### config.mk
export PLATFORM = sky130hd
export DESIGN_NAME = csic_top
export DESIGN_NICKNAME = d
export VERILOG_FILES = /design/src/inc/csic_pkg.sv /design/src/core/csic_irq_arb.sv /design/src/core/csic_wait_unit.sv /design/src/core/csic_top.sv
export SDC_FILE = /design/constraint.sdc
export NUM_CORES = 1
export LEC_CHECK = 0
export BUFFER_PORTS_ARGS = -buffer_cell sky130_fd_sc_hd__buf_2
export CELL_PAD_IN_SITES_DETAIL_PLACEMENT = 0
export CELL_PAD_IN_SITES_GLOBAL_PLACEMENT = 2
export CORE_MARGIN = 10
export CORE_UTILIZATION = 38
export CTS_CLUSTER_DIAMETER = 50
export DETAILED_ROUTE_END_ITERATION = 8
export PLACE_DENSITY_LB_ADDON = 0.1
export SKIP_LAST_GASP = 1
export SYNTH_ARGS = -nofsm -noshare
export SYNTH_HDL_FRONTEND = slang
export SYNTH_SLANG_ARGS = --single-unit
### constraint.sdc
create_clock -name clk -period 83.1 [get_ports clk]
set_clock_uncertainty 0.05 [all_clocks]
set_input_delay 0 -clock clk [delete_from_list [all_inputs] [get_ports clk]]
set_output_delay 0 -clock clk [all_outputs]
set_load 0.02 [all_outputs]
### src/inc/csic_pkg.sv
package csic_pkg;
  localparam int IRQ_MAX = 32;
  localparam int PRIO_W = 2;
  localparam int XPRIO_W = 3;
  localparam int EXC_NUM_W = 6;
  localparam int STACK_WORDS = 8;
  localparam logic [31:0] STACK_FRAME_BYTES = 32'h0000_0020;
  localparam logic [2:0] STACK_XPSR_IDX = 3'h7;
  localparam int FLAG_MSB = 31;
  localparam int FLAG_LSB = 28;
  localparam int CTRL_SPSEL_BIT = 1;
  localparam int PRIO_FIELD_W = 8;
  localparam int PRIO_FIELD_MSB = 7;
  localparam int PRIO_FIELD_LSB = 6;
  // bus regions
  localparam logic [31:0] RGN_IRQC_LO = 32'hE000_E100;
  localparam logic [31:0] RGN_IRQC_HI = 32'hE000_E4EF;
  localparam logic [31:0] RGN_IRQC2_LO = 32'hE000_EF00;
  localparam logic [31:0] RGN_IRQC2_HI = 32'hE000_EF03;
  localparam logic [31:0] RGN_TMR_LO = 32'hE000_E010;
  localparam logic [31:0] RGN_TMR_HI = 32'hE000_E01F;
  localparam logic [31:0] RGN_SCB1_LO = 32'hE000_E008;
  localparam logic [31:0] RGN_SCB1_HI = 32'hE000_E00F;
  localparam logic [31:0] RGN_SCB2_LO = 32'hE000_ED00;
  localparam logic [31:0] RGN_SCB2_HI = 32'hE000_ED3F;
  // register map
  localparam logic [31:0] ADDR_IRQ_ENABLE_SET = 32'hE000_E100;
  localparam logic [31:0] ADDR_IRQ_ENABLE_CLEAR = 32'hE000_E180;
  localparam logic [31:0] ADDR_IRQ_PENDING_SET = 32'hE000_E200;
  localparam logic [31:0] ADDR_IRQ_PENDING_CLEAR = 32'hE000_E280;
  localparam logic [31:0] ADDR_IRQ_PRIORITY_BASE = 32'hE000_E400;
  localparam logic [31:0] ADDR_IRQ_PRIORITY_LAST = 32'hE000_E41C;
  localparam logic [31:0] RST_IRQ_ENABLE = 32'h0000_0000;
  localparam logic [31:0] RST_IRQ_PENDING = 32'h0000_0000;
  localparam logic [PRIO_W-1:0] RST_IRQ_PRIORITY = 2'h0;
  // exception numbers and extended priorities (NMI above all levels)
  localparam logic [5:0] EXC_NUM_THREAD = 6'h00;
  localparam logic [5:0] EXC_NUM_NMI = 6'h02;
  localparam logic [5:0] EXC_NUM_SVC = 6'h0B;
  localparam logic [5:0] EXC_NUM_IRQ0 = 6'h10;
  localparam logic [2:0] XPRIO_NMI = 3'h0;
  localparam logic [2:0] XPRIO_MASKED = 3'h1;
  localparam logic [2:0] XPRIO_THREAD = 3'h5;

  typedef enum logic [3:0] {
    OP_IDLE, OP_SYNC_BARRIER, OP_MOVE_FROM, OP_MOVE_TO, OP_NO_OPERATION,
    OP_SEND_EVENT, OP_SUPER_CALL, OP_WAIT_EVENT, OP_WAIT_IRQ
  } csic_op_t;

  typedef enum logic [3:0] {
    SPEC_APP, SPEC_EXC, SPEC_EXE, SPEC_EXC_EXE, SPEC_APP_EXC, SPEC_APP_EXE,
    SPEC_ALL, SPEC_MAIN_SP, SPEC_PROC_SP, SPEC_IRQ_MASK, SPEC_CONTROL
  } csic_spec_t;

  typedef enum logic [2:0] {
    XS_RUN, XS_PUSH, XS_VECTOR, XS_RETURN, XS_POP
  } csic_xstate_t;

  typedef struct packed {
    logic        valid;
    csic_op_t    op;
    csic_spec_t  spec;
    logic [31:0] src;
  } csic_instr_t;

  typedef struct packed {
    logic        sel;
    logic        write;
    logic [31:0] addr;
    logic [31:0] wdata;
  } csic_ppb_req_t;

  typedef struct packed {
    logic        ready;
    logic        err;
    logic [31:0] rdata;
  } csic_ppb_rsp_t;

  typedef struct packed {
    logic        we;
    logic        re;
    logic [31:0] addr;
    logic [31:0] wdata;
  } csic_stack_t;
endpackage

### src/core/csic_irq_arb.sv
`timescale 1ns/100ps
module csic_irq_arb
  import csic_pkg::*;
#(
  parameter int NUM_IRQ = 32
) (
  input  logic [NUM_IRQ-1:0]             req,
  input  logic [NUM_IRQ-1:0][PRIO_W-1:0] prio,
  output logic                           found,
  output logic [4:0]                     id,
  output logic [PRIO_W-1:0]              best_prio
);
  if (NUM_IRQ < 1 || NUM_IRQ > IRQ_MAX) begin : g_chk
    $error("csic_irq_arb: NUM_IRQ out of range");
  end

  // scan downward with <= so equal levels go to the lowest number
  always_comb begin
    found     = 1'b0;
    id        = 5'h00;
    best_prio = '1;
    for (int i = NUM_IRQ - 1; i >= 0; i--) begin
      if (req[i] && (!found || prio[i] <= best_prio)) begin
        found     = 1'b1;
        id        = 5'(i);
        best_prio = prio[i];
      end
    end
  end
endmodule

### src/core/csic_wait_unit.sv
`timescale 1ns/100ps
module csic_wait_unit
  import csic_pkg::*;
#(
  parameter bit EVENT_WAIT_EN = 1'b1
) (
  input  logic clk,
  input  logic rst_b,
  input  logic do_sev,
  input  logic do_wfe,
  input  logic do_wfi,
  input  logic wake_exc,
  input  logic wake_pend,
  input  logic wake_irq,
  input  logic wake_on_pending_flag,
  input  logic dbg_req,
  input  logic dbg_en,
  input  logic ext_event,
  output logic stall,
  output logic tx_event
);
  typedef struct packed {
    logic evt;
    logic w_evt;
    logic w_irq;
    logic tx;
  } csic_wait_state_t;

  csic_wait_state_t s, n;
  logic             wake_e;
  logic             wake_i;

  always_comb begin
    n      = s;
    wake_e = wake_exc | (wake_on_pending_flag & wake_pend) |
             (dbg_req & dbg_en) | ext_event;
    wake_i = wake_exc | wake_irq | dbg_req;
    n.tx   = do_sev;
    if (s.w_evt && wake_e) begin
      n.w_evt = 1'b0;
      n.evt   = 1'b0;
    end
    if (s.w_irq && wake_i)
      n.w_irq = 1'b0;
    if (do_wfe) begin
      if (s.evt)
        n.evt = 1'b0;
      else if (EVENT_WAIT_EN)
        n.w_evt = 1'b1;
    end
    if (do_wfi && EVENT_WAIT_EN)
      n.w_irq = 1'b1;
    // an arriving event beats a clear in the same cycle
    if (do_sev || ext_event)
      n.evt = 1'b1;
  end

  always_ff @(posedge clk or negedge rst_b) begin
    if (!rst_b)
      s <= '0;
    else
      s <= n;
  end

  assign stall    = s.w_evt | s.w_irq;
  assign tx_event = s.tx;
endmodule

### src/core/csic_top.sv
`timescale 1ns/100ps
// Functional notes
// - barrier flushes pipeline, refetch after completion
// - move-from copies special register to destination
// - move-to writes source into chosen special register
// - status move-to loads flags from source bits
// - no-operation has no effect at all
// - send-event signals out and sets event register
// - supervisor call raises its exception, immediate ignored
// - wait-event with flag clear stalls until wake
// - wait-event with flag set clears and retires
// - wait-event may behave as no-operation
// - wait-interrupt stalls until exception, irq, debug
// - wait-interrupt may behave as no-operation
// - system instructions other than status move-to leave condition flags unchanged
// - peripheral bus decodes five documented regions
// - thirty-two inputs, each with level 0-3
// - lower level number wins arbitration
// - held levels and pulses both recognised
// - tail-chaining and non-maskable input supported
// - hardware stacks on entry, unstacks on exit
// - enable, pending, priority registers reset zero
// - only enabled pending interrupts get activated
// - pending-set one forces pending, zero ignored
// - pending-clear leaves active state alone
// - priority bytes keep bits 7:6 only
module csic_top
  import csic_pkg::*;
#(
  parameter int               NUM_IRQ       = 32,
  parameter logic [XPRIO_W-1:0] SVC_XPRIO   = 3'h1,
  parameter bit               EVENT_WAIT_EN = 1'b1
) (
  input  logic          clk,
  input  logic          rst_b,
  input  csic_instr_t   instr,
  output logic          instr_stall,
  output logic          gpr_we,
  output logic [31:0]   gpr_wdata,
  output logic          pipe_flush,
  output logic [3:0]    app_flags,
  output logic [5:0]    exc_num,
  output logic          vec_req,
  input  logic [31:0]   irq_line,
  input  logic          nmi_line,
  input  logic          wake_on_pending_flag,
  input  logic          dbg_req,
  input  logic          dbg_en,
  input  logic          ext_event,
  output logic          tx_event,
  input  csic_ppb_req_t ppb_req,
  output csic_ppb_rsp_t ppb_rsp,
  output logic          sel_systimer,
  output logic          sel_sysctrl,
  output csic_stack_t   stk,
  output logic [2:0]    ctx_idx,
  input  logic [31:0]   ctx_word,
  input  logic [31:0]   stk_rdata,
  input  logic          exc_return,
  input  logic          ret_to_psp
);
  if (NUM_IRQ < 1 || NUM_IRQ > IRQ_MAX) begin : g_chk_irq
    $error("csic_top: NUM_IRQ out of range");
  end
  if (SVC_XPRIO < XPRIO_MASKED || SVC_XPRIO >= XPRIO_THREAD) begin : g_chk_svc
    $error("csic_top: SVC_XPRIO out of range");
  end

  localparam logic [31:0] IMPL =
    (NUM_IRQ == IRQ_MAX) ? '1 : 32'((64'h1 << NUM_IRQ) - 64'h1);

  typedef struct packed {
    logic [31:0]             en;
    logic [31:0]             pend;
    logic [31:0]             act;
    logic [31:0]             line_q;
    logic [31:0][PRIO_W-1:0] prio;
    logic                    nmi_q;
    logic                    nmi_pend;
    logic                    nmi_act;
    logic                    svc_pend;
    logic                    svc_act;
    logic [3:0]              flags;
    logic [5:0]              exc_num;
    logic                    irq_mask;
    logic                    spsel;
    logic [31:0]             main_stack_ptr;
    logic [31:0]             process_stack_ptr;
    csic_xstate_t            st;
    logic [2:0]              idx;
    logic [5:0]              tgt;
    logic [31:0]             frame;
    logic                    push_psp;
    logic                    pop_psp;
    logic                    flush;
    logic                    gpr_we;
    logic [31:0]             gpr_wdata;
    logic                    rsp_ready;
    logic                    rsp_err;
    logic [31:0]             rsp_rdata;
  } csic_state_t;

  csic_state_t s, n;

  function automatic logic in_rng(input logic [31:0] a,
                                  input logic [31:0] lo,
                                  input logic [31:0] hi);
    return (a >= lo) && (a <= hi);
  endfunction

  function automatic logic [XPRIO_W-1:0] irq_xprio(
    input logic [PRIO_W-1:0] p);
    return {1'b0, p} + 3'h1;
  endfunction

  // full status view; also the stacked status word
  function automatic logic [31:0] status_word(input logic [3:0] f,
                                              input logic [5:0] num);
    return {f, 22'h0, num};
  endfunction

  logic                arb_found;
  logic [4:0]          arb_id;
  logic [PRIO_W-1:0]   arb_prio;
  logic [XPRIO_W-1:0]  cur_xp;
  logic [XPRIO_W-1:0]  eff_xp;
  logic [XPRIO_W-1:0]  cand_xp;
  logic                cand_v;
  logic [5:0]          cand_num;
  logic                take_ok;
  logic                issue;
  logic                wait_stall;
  logic                irqc_hit;
  logic                tmr_hit;
  logic                scb_hit;
  logic                prio_hit;
  logic [31:0]         cur_sp;
  logic [31:0]         pop_base;
  logic [31:0]         sw_set;
  logic [31:0]         sw_clr;
  logic [31:0]         ent_clr;
  logic [31:0]         hw_set;
  logic [31:0]         pset;
  logic                act_go;
  logic [5:0]          act_num;
  logic [4:0]          act_irq;
  logic [4:0]          ret_irq;

  csic_irq_arb #(.NUM_IRQ(IRQ_MAX)) u_arb (
    .req       (s.pend & s.en & IMPL),
    .prio      (s.prio),
    .found     (arb_found),
    .id        (arb_id),
    .best_prio (arb_prio)
  );

  // current execution priority from the set of active handlers
  always_comb begin
    cur_xp = XPRIO_THREAD;
    if (s.svc_act && SVC_XPRIO < cur_xp)
      cur_xp = SVC_XPRIO;
    for (int i = 0; i < IRQ_MAX; i++) begin
      if (s.act[i] && irq_xprio(s.prio[i]) < cur_xp)
        cur_xp = irq_xprio(s.prio[i]);
    end
    if (s.nmi_act)
      cur_xp = XPRIO_NMI;
    // the global mask lets only the non-maskable input through
    eff_xp = (s.irq_mask && cur_xp > XPRIO_MASKED) ? XPRIO_MASKED : cur_xp;
  end

  always_comb begin
    cand_v   = 1'b1;
    cand_num = EXC_NUM_NMI;
    cand_xp  = XPRIO_NMI;
    if (s.nmi_pend && !s.nmi_act) begin
      cand_num = EXC_NUM_NMI;
    end else if (s.svc_pend &&
                 (!arb_found || SVC_XPRIO <= irq_xprio(arb_prio))) begin
      cand_num = EXC_NUM_SVC;
      cand_xp  = SVC_XPRIO;
    end else if (arb_found) begin
      cand_num = EXC_NUM_IRQ0 + {1'b0, arb_id};
      cand_xp  = irq_xprio(arb_prio);
    end else begin
      cand_v   = 1'b0;
      cand_xp  = XPRIO_THREAD;
    end
    take_ok = cand_v && (cand_xp < eff_xp);
  end

  always_comb begin
    irqc_hit = in_rng(ppb_req.addr, RGN_IRQC_LO, RGN_IRQC_HI) |
               in_rng(ppb_req.addr, RGN_IRQC2_LO, RGN_IRQC2_HI);
    tmr_hit  = in_rng(ppb_req.addr, RGN_TMR_LO, RGN_TMR_HI);
    scb_hit  = in_rng(ppb_req.addr, RGN_SCB1_LO, RGN_SCB1_HI) |
               in_rng(ppb_req.addr, RGN_SCB2_LO, RGN_SCB2_HI);
    prio_hit = in_rng(ppb_req.addr, ADDR_IRQ_PRIORITY_BASE,
                      ADDR_IRQ_PRIORITY_LAST) && ppb_req.addr[1:0] == 2'h0;
  end

  assign issue    = instr.valid & ~instr_stall;
  assign cur_sp   = (s.exc_num == EXC_NUM_THREAD && s.spsel) ? s.process_stack_ptr : s.main_stack_ptr;
  assign pop_base = s.pop_psp ? s.process_stack_ptr : s.main_stack_ptr;
  assign act_irq  = 5'(act_num - EXC_NUM_IRQ0);
  assign ret_irq  = 5'(s.exc_num - EXC_NUM_IRQ0);

  always_comb begin
    n           = s;
    n.line_q    = irq_line;
    n.nmi_q     = nmi_line;
    n.flush     = 1'b0;
    n.gpr_we    = 1'b0;
    n.rsp_ready = 1'b0;
    n.rsp_err   = 1'b0;
    sw_set      = '0;
    sw_clr      = '0;
    ent_clr     = '0;
    act_go      = 1'b0;
    act_num     = cand_num;

    // system instructions; flags move only on a status move-to
    if (issue) begin
      case (instr.op)
        OP_SYNC_BARRIER: n.flush = 1'b1;
        OP_MOVE_FROM: begin
          n.gpr_we = 1'b1;
          case (instr.spec)
            SPEC_APP:      n.gpr_wdata = status_word(s.flags, 6'h00);
            SPEC_EXC,
            SPEC_EXC_EXE:  n.gpr_wdata = status_word(4'h0, s.exc_num);
            SPEC_APP_EXE:  n.gpr_wdata = status_word(s.flags, 6'h00);
            SPEC_APP_EXC,
            SPEC_ALL:      n.gpr_wdata = status_word(s.flags, s.exc_num);
            SPEC_MAIN_SP:  n.gpr_wdata = s.main_stack_ptr;
            SPEC_PROC_SP:  n.gpr_wdata = s.process_stack_ptr;
            SPEC_IRQ_MASK: n.gpr_wdata = {31'h0, s.irq_mask};
            SPEC_CONTROL:  n.gpr_wdata = {30'h0, s.spsel, 1'b0};
            default:       n.gpr_wdata = 32'h0000_0000;
          endcase
        end
        OP_MOVE_TO: begin
          case (instr.spec)
            SPEC_APP, SPEC_APP_EXC, SPEC_APP_EXE, SPEC_ALL:
              n.flags = instr.src[FLAG_MSB:FLAG_LSB];
            SPEC_MAIN_SP: n.main_stack_ptr = {instr.src[31:2], 2'b00};
            SPEC_PROC_SP: n.process_stack_ptr = {instr.src[31:2], 2'b00};
            SPEC_IRQ_MASK: n.irq_mask = instr.src[0];
            SPEC_CONTROL: begin
              // stack select only changes in thread mode
              if (s.exc_num == EXC_NUM_THREAD)
                n.spsel = instr.src[CTRL_SPSEL_BIT];
            end
            default: ; // exception number and execution bits read-only
          endcase
        end
        OP_SUPER_CALL: n.svc_pend = 1'b1;
        default: ;
      endcase
    end

    // register slave: one-cycle answer to every request outside the timer and system-control regions
    if (ppb_req.sel && (irqc_hit || !(tmr_hit || scb_hit))) begin
      n.rsp_ready = 1'b1;
      n.rsp_err   = !irqc_hit;
      n.rsp_rdata = 32'h0000_0000;
      if (irqc_hit) begin
        case (ppb_req.addr)
          ADDR_IRQ_ENABLE_SET,
          ADDR_IRQ_ENABLE_CLEAR:  n.rsp_rdata = s.en;
          ADDR_IRQ_PENDING_SET,
          ADDR_IRQ_PENDING_CLEAR: n.rsp_rdata = s.pend;
          default: begin
            if (prio_hit) begin
              for (int b = 0; b < 4; b++)
                n.rsp_rdata[b*PRIO_FIELD_W+PRIO_FIELD_LSB +: PRIO_W] =
                  s.prio[{ppb_req.addr[4:2], 2'(b)}];
            end
          end
        endcase
        if (ppb_req.write) begin
          case (ppb_req.addr)
            ADDR_IRQ_ENABLE_SET:    n.en = (s.en | ppb_req.wdata) & IMPL;
            ADDR_IRQ_ENABLE_CLEAR:  n.en = s.en & ~ppb_req.wdata;
            ADDR_IRQ_PENDING_SET:   sw_set = ppb_req.wdata;
            ADDR_IRQ_PENDING_CLEAR: sw_clr = ppb_req.wdata;
            default: begin
              if (prio_hit) begin
                for (int b = 0; b < 4; b++)
                  n.prio[{ppb_req.addr[4:2], 2'(b)}] =
                    ppb_req.wdata[b*PRIO_FIELD_W+PRIO_FIELD_MSB -: PRIO_W];
              end
            end
          endcase
        end
      end
    end

    case (s.st)
      XS_RUN: begin
        if (take_ok) begin
          act_go     = 1'b1;
          n.tgt      = cand_num;
          n.frame    = cur_sp - STACK_FRAME_BYTES;
          n.push_psp = (s.exc_num == EXC_NUM_THREAD) && s.spsel;
          n.idx      = 3'h0;
          n.st       = XS_PUSH;
        end else if (exc_return && s.exc_num != EXC_NUM_THREAD) begin
          if (s.exc_num == EXC_NUM_NMI)
            n.nmi_act = 1'b0;
          else if (s.exc_num == EXC_NUM_SVC)
            n.svc_act = 1'b0;
          else if (s.exc_num >= EXC_NUM_IRQ0)
            n.act[ret_irq] = 1'b0;
          n.pop_psp = ret_to_psp;
          n.st      = XS_RETURN;
        end
      end
      XS_PUSH: begin
        n.idx = s.idx + 3'h1;
        if (s.idx == STACK_XPSR_IDX) begin
          if (s.push_psp)
            n.process_stack_ptr = s.frame;
          else
            n.main_stack_ptr = s.frame;
          n.exc_num = s.tgt;
          n.st      = XS_VECTOR;
        end
      end
      XS_VECTOR: n.st = XS_RUN;
      XS_RETURN: begin
        if (take_ok) begin
          // tail-chain: frame already on the stack, skip unstacking
          act_go    = 1'b1;
          n.exc_num = cand_num;
          n.st      = XS_VECTOR;
        end else begin
          n.idx = 3'h0;
          n.st  = XS_POP;
        end
      end
      XS_POP: begin
        n.idx = s.idx + 3'h1;
        if (s.idx == STACK_XPSR_IDX) begin
          n.flags   = stk_rdata[FLAG_MSB:FLAG_LSB];
          n.exc_num = stk_rdata[EXC_NUM_W-1:0];
          if (s.pop_psp)
            n.process_stack_ptr = pop_base + STACK_FRAME_BYTES;
          else
            n.main_stack_ptr = pop_base + STACK_FRAME_BYTES;
          if (ret_to_psp || s.pop_psp)
            n.spsel = s.pop_psp;
          n.st = XS_RUN;
        end
      end
      default: n.st = XS_RUN;
    endcase

    if (act_go) begin
      if (act_num == EXC_NUM_NMI) begin
        n.nmi_act  = 1'b1;
        n.nmi_pend = 1'b0;
      end else if (act_num == EXC_NUM_SVC) begin
        n.svc_act  = 1'b1;
        n.svc_pend = 1'b0;
      end else begin
        n.act[act_irq]     = 1'b1;
        ent_clr[act_irq]   = 1'b1;
      end
    end

    // a line edge or held line re-pends; hardware set beats any clear
    hw_set = (irq_line & ~n.act) | (irq_line & ~s.line_q);
    pset   = (sw_set | hw_set) & IMPL;
    n.pend = (s.pend & ~sw_clr & ~ent_clr) | pset;
    if (nmi_line && !s.nmi_q)
      n.nmi_pend = 1'b1;
  end

  always_ff @(posedge clk or negedge rst_b) begin
    if (!rst_b) begin
      s        <= '0;
      s.en     <= RST_IRQ_ENABLE;
      s.pend   <= RST_IRQ_PENDING;
      s.prio   <= {IRQ_MAX{RST_IRQ_PRIORITY}};
      s.st     <= XS_RUN;
    end else begin
      s <= n;
    end
  end

  csic_wait_unit #(.EVENT_WAIT_EN(EVENT_WAIT_EN)) u_wait (
    .clk                  (clk),
    .rst_b                (rst_b),
    .do_sev               (issue && instr.op == OP_SEND_EVENT),
    .do_wfe               (issue && instr.op == OP_WAIT_EVENT),
    .do_wfi               (issue && instr.op == OP_WAIT_IRQ),
    .wake_exc             (take_ok),
    .wake_pend            (|(pset & ~s.pend)),
    .wake_irq             (cand_v && cand_xp < cur_xp),
    .wake_on_pending_flag (wake_on_pending_flag),
    .dbg_req              (dbg_req),
    .dbg_en               (dbg_en),
    .ext_event            (ext_event),
    .stall                (wait_stall),
    .tx_event             (tx_event)
  );

  assign instr_stall  = (s.st != XS_RUN) | wait_stall;
  assign gpr_we       = s.gpr_we;
  assign gpr_wdata    = s.gpr_wdata;
  assign pipe_flush   = s.flush;
  assign app_flags    = s.flags;
  assign exc_num      = s.exc_num;
  assign vec_req      = (s.st == XS_VECTOR);
  assign ppb_rsp      = '{ready: s.rsp_ready, err: s.rsp_err,
                          rdata: s.rsp_rdata};
  assign sel_systimer = ppb_req.sel & tmr_hit;
  assign sel_sysctrl  = ppb_req.sel & scb_hit;
  assign ctx_idx      = s.idx;

  always_comb begin
    stk.we    = (s.st == XS_PUSH);
    stk.re    = (s.st == XS_POP);
    stk.addr  = (stk.we ? s.frame : pop_base) + {27'h0, s.idx, 2'b00};
    stk.wdata = (s.idx == STACK_XPSR_IDX) ? status_word(s.flags, s.exc_num)
                                          : ctx_word;
  end
endmodule

==> results.md, run 1 <==
* Top_reg_cell synth: dfrtp_1
* Final Util at 46.3%
* Mapped cell area at 30600 sq um
* Port Buffers at 341
* Via Count at 30700
* Unique masters post-synth at 114
* Outcome: finished, violations left
* Critical R2R Launch: s[195]
* # IOs at 364
* CP Max Fanout at 23
* Top-area cell type share of the netlist area at 32.0%
* Largest net degree at the start of global routing at 105
* Post-synthesis async set-or-reset flop share at 100%
* Type of the worst setup path: reg -> reg
* DRC viols at 0
* Slowest cell on crit path: o21a_2
* Die Wd at 304 um
* Clock slew seen by the registers of the worst setup and hold paths at 0.06 ns
* Yosys reg bits at 391
* Final setup viols at 0
* Tmin final at 47.17 ns
* Highest Clock Rate at 21.2 MHz
* Routed wire per std cell at 25.3 um
* Post-route ant nets at 0
* Fill cells at 8039
* WP data arrival at 47.65 ns
* Fin Setup TNS at 0 ns
* RSZ-0062 raised after global routing: false
* Failing checks: hold timing
* Commonest cells in the synthesized netlist: nand2_1, dfrtp_1, o21ai_0
* R2R cell count at 219
* Number of H-tree levels at 3
* Setup crit start kind: flip-flop
* Top cells by area, synth: dfrtp_1, nand2_1, ha_1
* Fin. max-slew vios at 0
* Worst R2R Setup Slack at 35.93 ns
* Worst-skew pair later-pin latency at 0.62 ns
* Crit-path most repeated cell: ha_1
* Fin area at 36800 sq um
* Synthesis-to-finish area growth at 20.2%
* Root Buffer: clkbuf_16
* Synth warn at 0
* Required time worst endpoint at 83.58 ns
* Die Span Y at 304 um
* DRT iter0 DRCs at 2487
* CTS Buf Count at 71
* Initial Utilization at 38.5%
* First-pass GRT wire length at 198000 um
* Slew @ Worst Pin at 1.36 ns
* Vias per inst at 5.82
* Slew headroom at 8.65%
* Drt first pass iters at 6
* R2R Path End: u_wait.s[3]
* Initial antenna violation count at 10
* Total gr overflow at 0
* Final hold vios at 12
* Synth area leader: dfrtp_1
* Share of layout cells above drive strength 1 at 16.2%
* Number of global-route vias before repair at 30000
* DRT Wirelength at 133000 um
* Final #Nets at 4538
* Synth Area per Inst at 8.07 sq um
* Most numerous cell in the Yosys netlist: nand2_1
* Tcrit/Tclk final at 56.8%
* CTS tree: done
* Num rows at 103
* Critical path capture point type: flip-flop
* Mapped Nets at 4171
* Placed instance area at 32800 sq um
* Placed wire-length estimate at 102000 um
* Slowest stage delay, CP at 0.62 ns
* Die ar. at 92200 sq um
* CTS Buffer Depth at 3
* Register area share after synthesis at 32.0%
* GP Congestion at 0.947
* Post-synth EDFFs at 0
* Core ar. at 79400 sq um
* Total GRT Usage at 27.5%
* Worst-case hold slack at -0.0357 ns
* Footprint of the multi-input gates at 18900 sq um
* Max_cap viols at 0
* HP Class: in -> async
* FF+latch area at 9790 sq um
* Syn Inst Count at 3792
* Clock sink total at 391
## layer usage
| layer | vias up | GRT usage [%] | share of wire (%) |
|---|---|---|---|
| met4 | 14 | 9.50 | 3.8 |
| met5 | - | 0 | 0.067 |
| met3 | 234 | 3.80 | 5.6 |
| met1 | 14900 | 35.4 | 43 |
| met2 | 1081 | 46.7 | 48 |
| li1 | 14500 | - | - |
## final cells by class
type / count / area share, %
Antenna cell: 4 / 0.0272
Multi-Input combinational cell: 2969 / 51.5
Clock buffer: 83 / 5.32
Clock inverter: 45 / 1.37
Inverter: 190 / 1.94
Sequential cell: 391 / 26.6
Tap cell: 1050 / 3.57
Timing Repair Buffer: 536 / 9.68
## what timing repair did
action                    CTS  global route
hold buffers              152             0
resized for setup           0             0
buffers inserted            0             0
hold endpoints to repair  334             0
## cells by family after synthesis
family	synth area share [%]
and+or+nand+nor	21.0
AOI/OAI and AO/OA	24.8
buffers and inverters	6.30
DFF	32.0
muxes	6.56
adders and majority gates	6.89
xor gates and xnor gates	2.38
## stage by stage
| stage | instances | worst slack, ns |
|---|---|---|
| finish | 5268 | 35.93 |
| global route | 5266 | 31.35 |
| global placement | 4984 | 36.41 |
| CTS | 5264 | 36.14 |
| detailed placement | 4984 | 36.87 |
| floorplan | 3792 | 44.65 |
## registers in the layout (all words and copies together) (netlist names), named ones only
register         count
gpr_wdata           32
ctx_idx              3
u_wait.s             3
exc_num              6
ppb_rsp             34
u_wait.tx_event      1
s                  274
app_flags            4
gpr_we               1
pipe_flush           1
## how the worst max path moves through the flow
stage / from / end / slack (ns) / depth (start not counted)
floorplan: s[195] / u_wait.s[2] / 44.65 / 218
global placement: s[195] / u_wait.s[2] / 36.41 / 219
detailed placement: s[195] / u_wait.s[2] / 36.87 / 219
CTS: s[195] / u_wait.s[2] / 36.14 / 220
global route: s[195] / u_wait.s[3] / 31.35 / 220
finish: s[195] / u_wait.s[3] / 35.93 / 219
## worst max-delay path: cells and delay by family (launching register included)
kind                     cells  cell delay, ns
buffers and inverters        9            1.22
flip-flops                   1            0.51
adder cells (fa/ha/maj)     33            7.93
AND/OR/NAND/NOR             82           14.75
multiplexers                 5            1.65
AO/OA/AOI/OAI               90           20.95
## cells in the final DEF, fill, tap and decap left out, drive strengths merged, types with 36 or more instances in the layout
cell type      n
nand2        624
dfrtp        391
buf          384
o21ai        341
a21oi        263
nor2         241
inv          205
ha           166
dlygate4sd3  152
mux2i        116
nor3         106
clkbuf        83
nand3         72
nor2b         70
mux2          63
a221o         60
a22oi         56
nand2b        53
xor2          49
a31oi         49
and2          40
a211oi        39
o22ai         38
or3           36
Power of run 1 is not shown: default switching activity piles up to over one toggle a cycle in this logic, so the estimate is an artifact.
==> run 2: changes to the inputs <==
--- a/config.mk
+++ b/config.mk
@@ -9,7 +9,7 @@
 export CELL_PAD_IN_SITES_DETAIL_PLACEMENT = 0
 export CELL_PAD_IN_SITES_GLOBAL_PLACEMENT = 2
 export CORE_MARGIN = 10
-export CORE_UTILIZATION = 38
+export CORE_UTILIZATION = 36
 export CTS_CLUSTER_DIAMETER = 50
 export DETAILED_ROUTE_END_ITERATION = 8
 export PLACE_DENSITY_LB_ADDON = 0.1
==> constraint.sdc (replaced) <==
create_clock -name clk -period 44.5 [get_ports clk]
set_clock_uncertainty 0.05 [all_clocks]
set_input_delay 0 -clock clk [delete_from_list [all_inputs] [get_ports clk]]
set_output_delay 0 -clock clk [all_outputs]
set_load 0.02 [all_outputs]
==> run 2 against run 1 <==
Net effect:
- the flow now finishes without violations
- sequential share of layout area down 0.70 points
- fmax increased by 14%
- first-iteration DRC count shrank 2.3%
- hold slack better by 0.041 ns
- design area is 2.7% higher
- utilization shrank 1.3 points
- worst setup slack lost 33 ns
- count of clock-buffer cells in the layout decreased by 15
- register-to-register slack worse by 33 ns
- sequential cell count unchanged
- non-clock buffer count is 71 higher
- wire length up 3.0%
- critical endpoint is now u_wait.s[2]
==> results.md, run 2 (synthesized netlist as in run 1, its figures left out) <==
* Slew headroom at 30.4% (was 8.65%)
* Buf/Inv on CP at 24 (was 9)
* CP Max Fanout at 9 (was 23)
* Fill cells at 8542 (was 8039)
* Initial antenna violation count at 9 (was 10)
* Fin area at 37800 sq um (was 36800 sq um)
* Hold Crit Start: ppb_req[65]
* Max reg flops at 274 (unchanged)
* Worst-skew pair later-pin latency at 0.64 ns (was 0.62 ns)
* Setup crit start kind: flip-flop (unchanged)
* CTS Buffer Depth at 3 (unchanged)
* GP Congestion at 0.938 (was 0.947)
* Post-route ant nets at 0 (unchanged)
* Clock sink total at 391 (unchanged)
* R2R Path End: u_wait.s[2] (was u_wait.s[3])
* Delay-heaviest family, CP: compound AO/OA/AOI/OAI gates (unchanged)
* Total gr overflow at 0 (unchanged)
* Routed wire per std cell at 25.4 um (was 25.3 um)
* Share of layout cells above drive strength 1 at 19.4% (was 16.2%)
* Slowest stage delay, CP at 0.82 ns (was 0.62 ns)
* Largest net degree at the start of global routing at 120 (was 105)
* Highest Clock Rate at 24.1 MHz (was 21.2 MHz)
* Max_cap viols at 0 (unchanged)
* Hold depth at 4
* Required time worst endpoint at 44.96 ns (was 83.58 ns)
* Most common cell after layout, fill and taps aside: nand2_1 (unchanged)
* Drt first pass iters at 6 (unchanged)
* Clock slew seen by the registers of the worst setup and hold paths at 0.06 ns (about the same)
* Type of the worst setup path: reg -> reg (unchanged)
* Synthesis-to-finish area growth at 23.5% (was 20.2%)
* Largest Register: s (unchanged)
* Number of H-tree levels at 2 (was 3)
* Placed Cells at 5129 (was 4984)
* Worst R2R Setup Slack at 2.96 ns (was 35.93 ns)
* CTS Buf Count at 60 (was 71)
* Critical path capture point type: flip-flop (unchanged)
* DRT Wirelength at 137000 um (was 133000 um)
* Outcome: completed (was finished, violations left)
* CTS tree: done (unchanged)
* WP data arrival at 42.00 ns (was 47.65 ns)
* Tcrit/Tclk final at 93.3% (was 56.8%)
* Initial Utilization at 36.4% (was 38.5%)
* Fin. max-slew vios at 0 (unchanged)
* Root Buffer: clkbuf_16 (unchanged)
* Critical R2R Launch: s[354] (was s[195])
* Final #Nets at 4598 (was 4538)
* Die Wd at 311 um (was 304 um)
* R2R cell count at 209 (was 219)
* HP Class: in -> reg (was in -> async)
* Final Non-Filler Cells at 5409 (was 5268)
* Hold EP: ppb_rsp[20]
* Core ar. at 84000 sq um (was 79400 sq um)
* Placed wire-length estimate at 105000 um (was 102000 um)
* Die ar. at 97000 sq um (was 92200 sq um)
* Placement Setup Slack at 0.419 ns (was 36.87 ns)
* Vias per inst at 5.71 (was 5.82)
* Num rows at 106 (was 103)
* # IOs at 364 (unchanged)
* PnR worst setup slack at 2.96 ns (was 35.93 ns)
* Slew @ Worst Pin at 1.04 ns (was 1.36 ns)
* Slowest cell on crit path: a21boi_1 (was o21a_2)
* DRC viols at 0 (unchanged)
* Final hold vios at 0 (was 12)
* Crit-path most repeated cell: ha_1 (unchanged)
* Total GRT Usage at 27.0% (was 27.5%)
* Commonest non-fill, non-tap cells in the layout: nand2_1, dfrtp_1, buf_2 (unchanged)
* Via Count at 30900 (was 30700)
* Port Buffers at 341 (unchanged)
* Fin Setup TNS at 0 ns (unchanged)
* Placed instance area at 33400 sq um (was 32800 sq um)
* Die Span Y at 311 um (was 304 um)
* DRT iter0 DRCs at 2430 (was 2487)
* Final setup viols at 0 (unchanged)
* First-pass GRT wire length at 202000 um (was 198000 um)
* Tmin final at 41.54 ns (was 47.17 ns)
* Number of global-route vias before repair at 30200 (was 30000)
-- run 2: routing by layer --
layer | part of all wire, % | GRT usage (%) | vias to the layer above
met4 | 3.5 | 8.06 | 6
met2 | 48 | 46.2 | 987
met1 | 44 | 35.2 | 15100
met5 | 0.031 | 0 | -
li1 | - | - | 14600
met3 | 5.0 | 3.27 | 207
-- run 2: worst max path at each step --
stage | startpoint | endpoint | slack (ns) | cells after the start
after detailed placement | s[195] | u_wait.s[3] | 0.42 | 224
after CTS | s[195] | u_wait.s[3] | 0.16 | 224
after floorplan | s[195] | u_wait.s[2] | 6.05 | 218
after global routing | s[195] | u_wait.s[2] | -0.32 | 227
final | s[354] | u_wait.s[2] | 2.96 | 209
after global placement | s[195] | u_wait.s[3] | 0.25 | 223
-- run 2: repair_timing --
action                                  in CTS  in global routing
hold endpoints to repair                   327                  0
resized for setup                            0                130
endpoints found under the setup margin       0                123
setup buffers                                0                 13
hold buffers                               149                  0
-- run 2: metrics by stage --
| stage | utilization (%) | hold slack, ns |
|---|---|---|
| 6_report | 45.0 | 0.00550 |
| 5_1_grt | 45.0 | 0.0283 |
| 4_1_cts | 44.1 | 0.00263 |
| 3_5_place_dp | 39.8 | 0.0484 |
| 3_3_place_gp | 39.8 | 0.0409 |
| 2_1_floorplan | - | -0.346 |
-- run 2: worst reg2reg max path, delay by kind of cell, from the launching register on --
kind / cells / cell delay, ns
muxes: 11 / 3.61
adders and majority gates: 32 / 8.12
DFF: 1 / 0.56
and+or+nand+nor: 54 / 10.67
buffers and inverters: 24 / 2.14
AOI/OAI and AO/OA: 88 / 16.33
-- run 2: final cells by class --
type / count / area [sq um] / area share [%]
diodes: 8 / 20.0 / 0.0530
clock buffers: 68 / 1580 / 4.19
clock inverters: 42 / 604 / 1.60
inverters: 190 / 713 / 1.89
multi-input cells: 2969 / 19500 / 51.7
flip-flops and latches: 391 / 9790 / 25.9
well taps: 1134 / 1420 / 3.76
repair buffers: 607 / 4120 / 10.9
Power of run 2 is left out for the same reason.
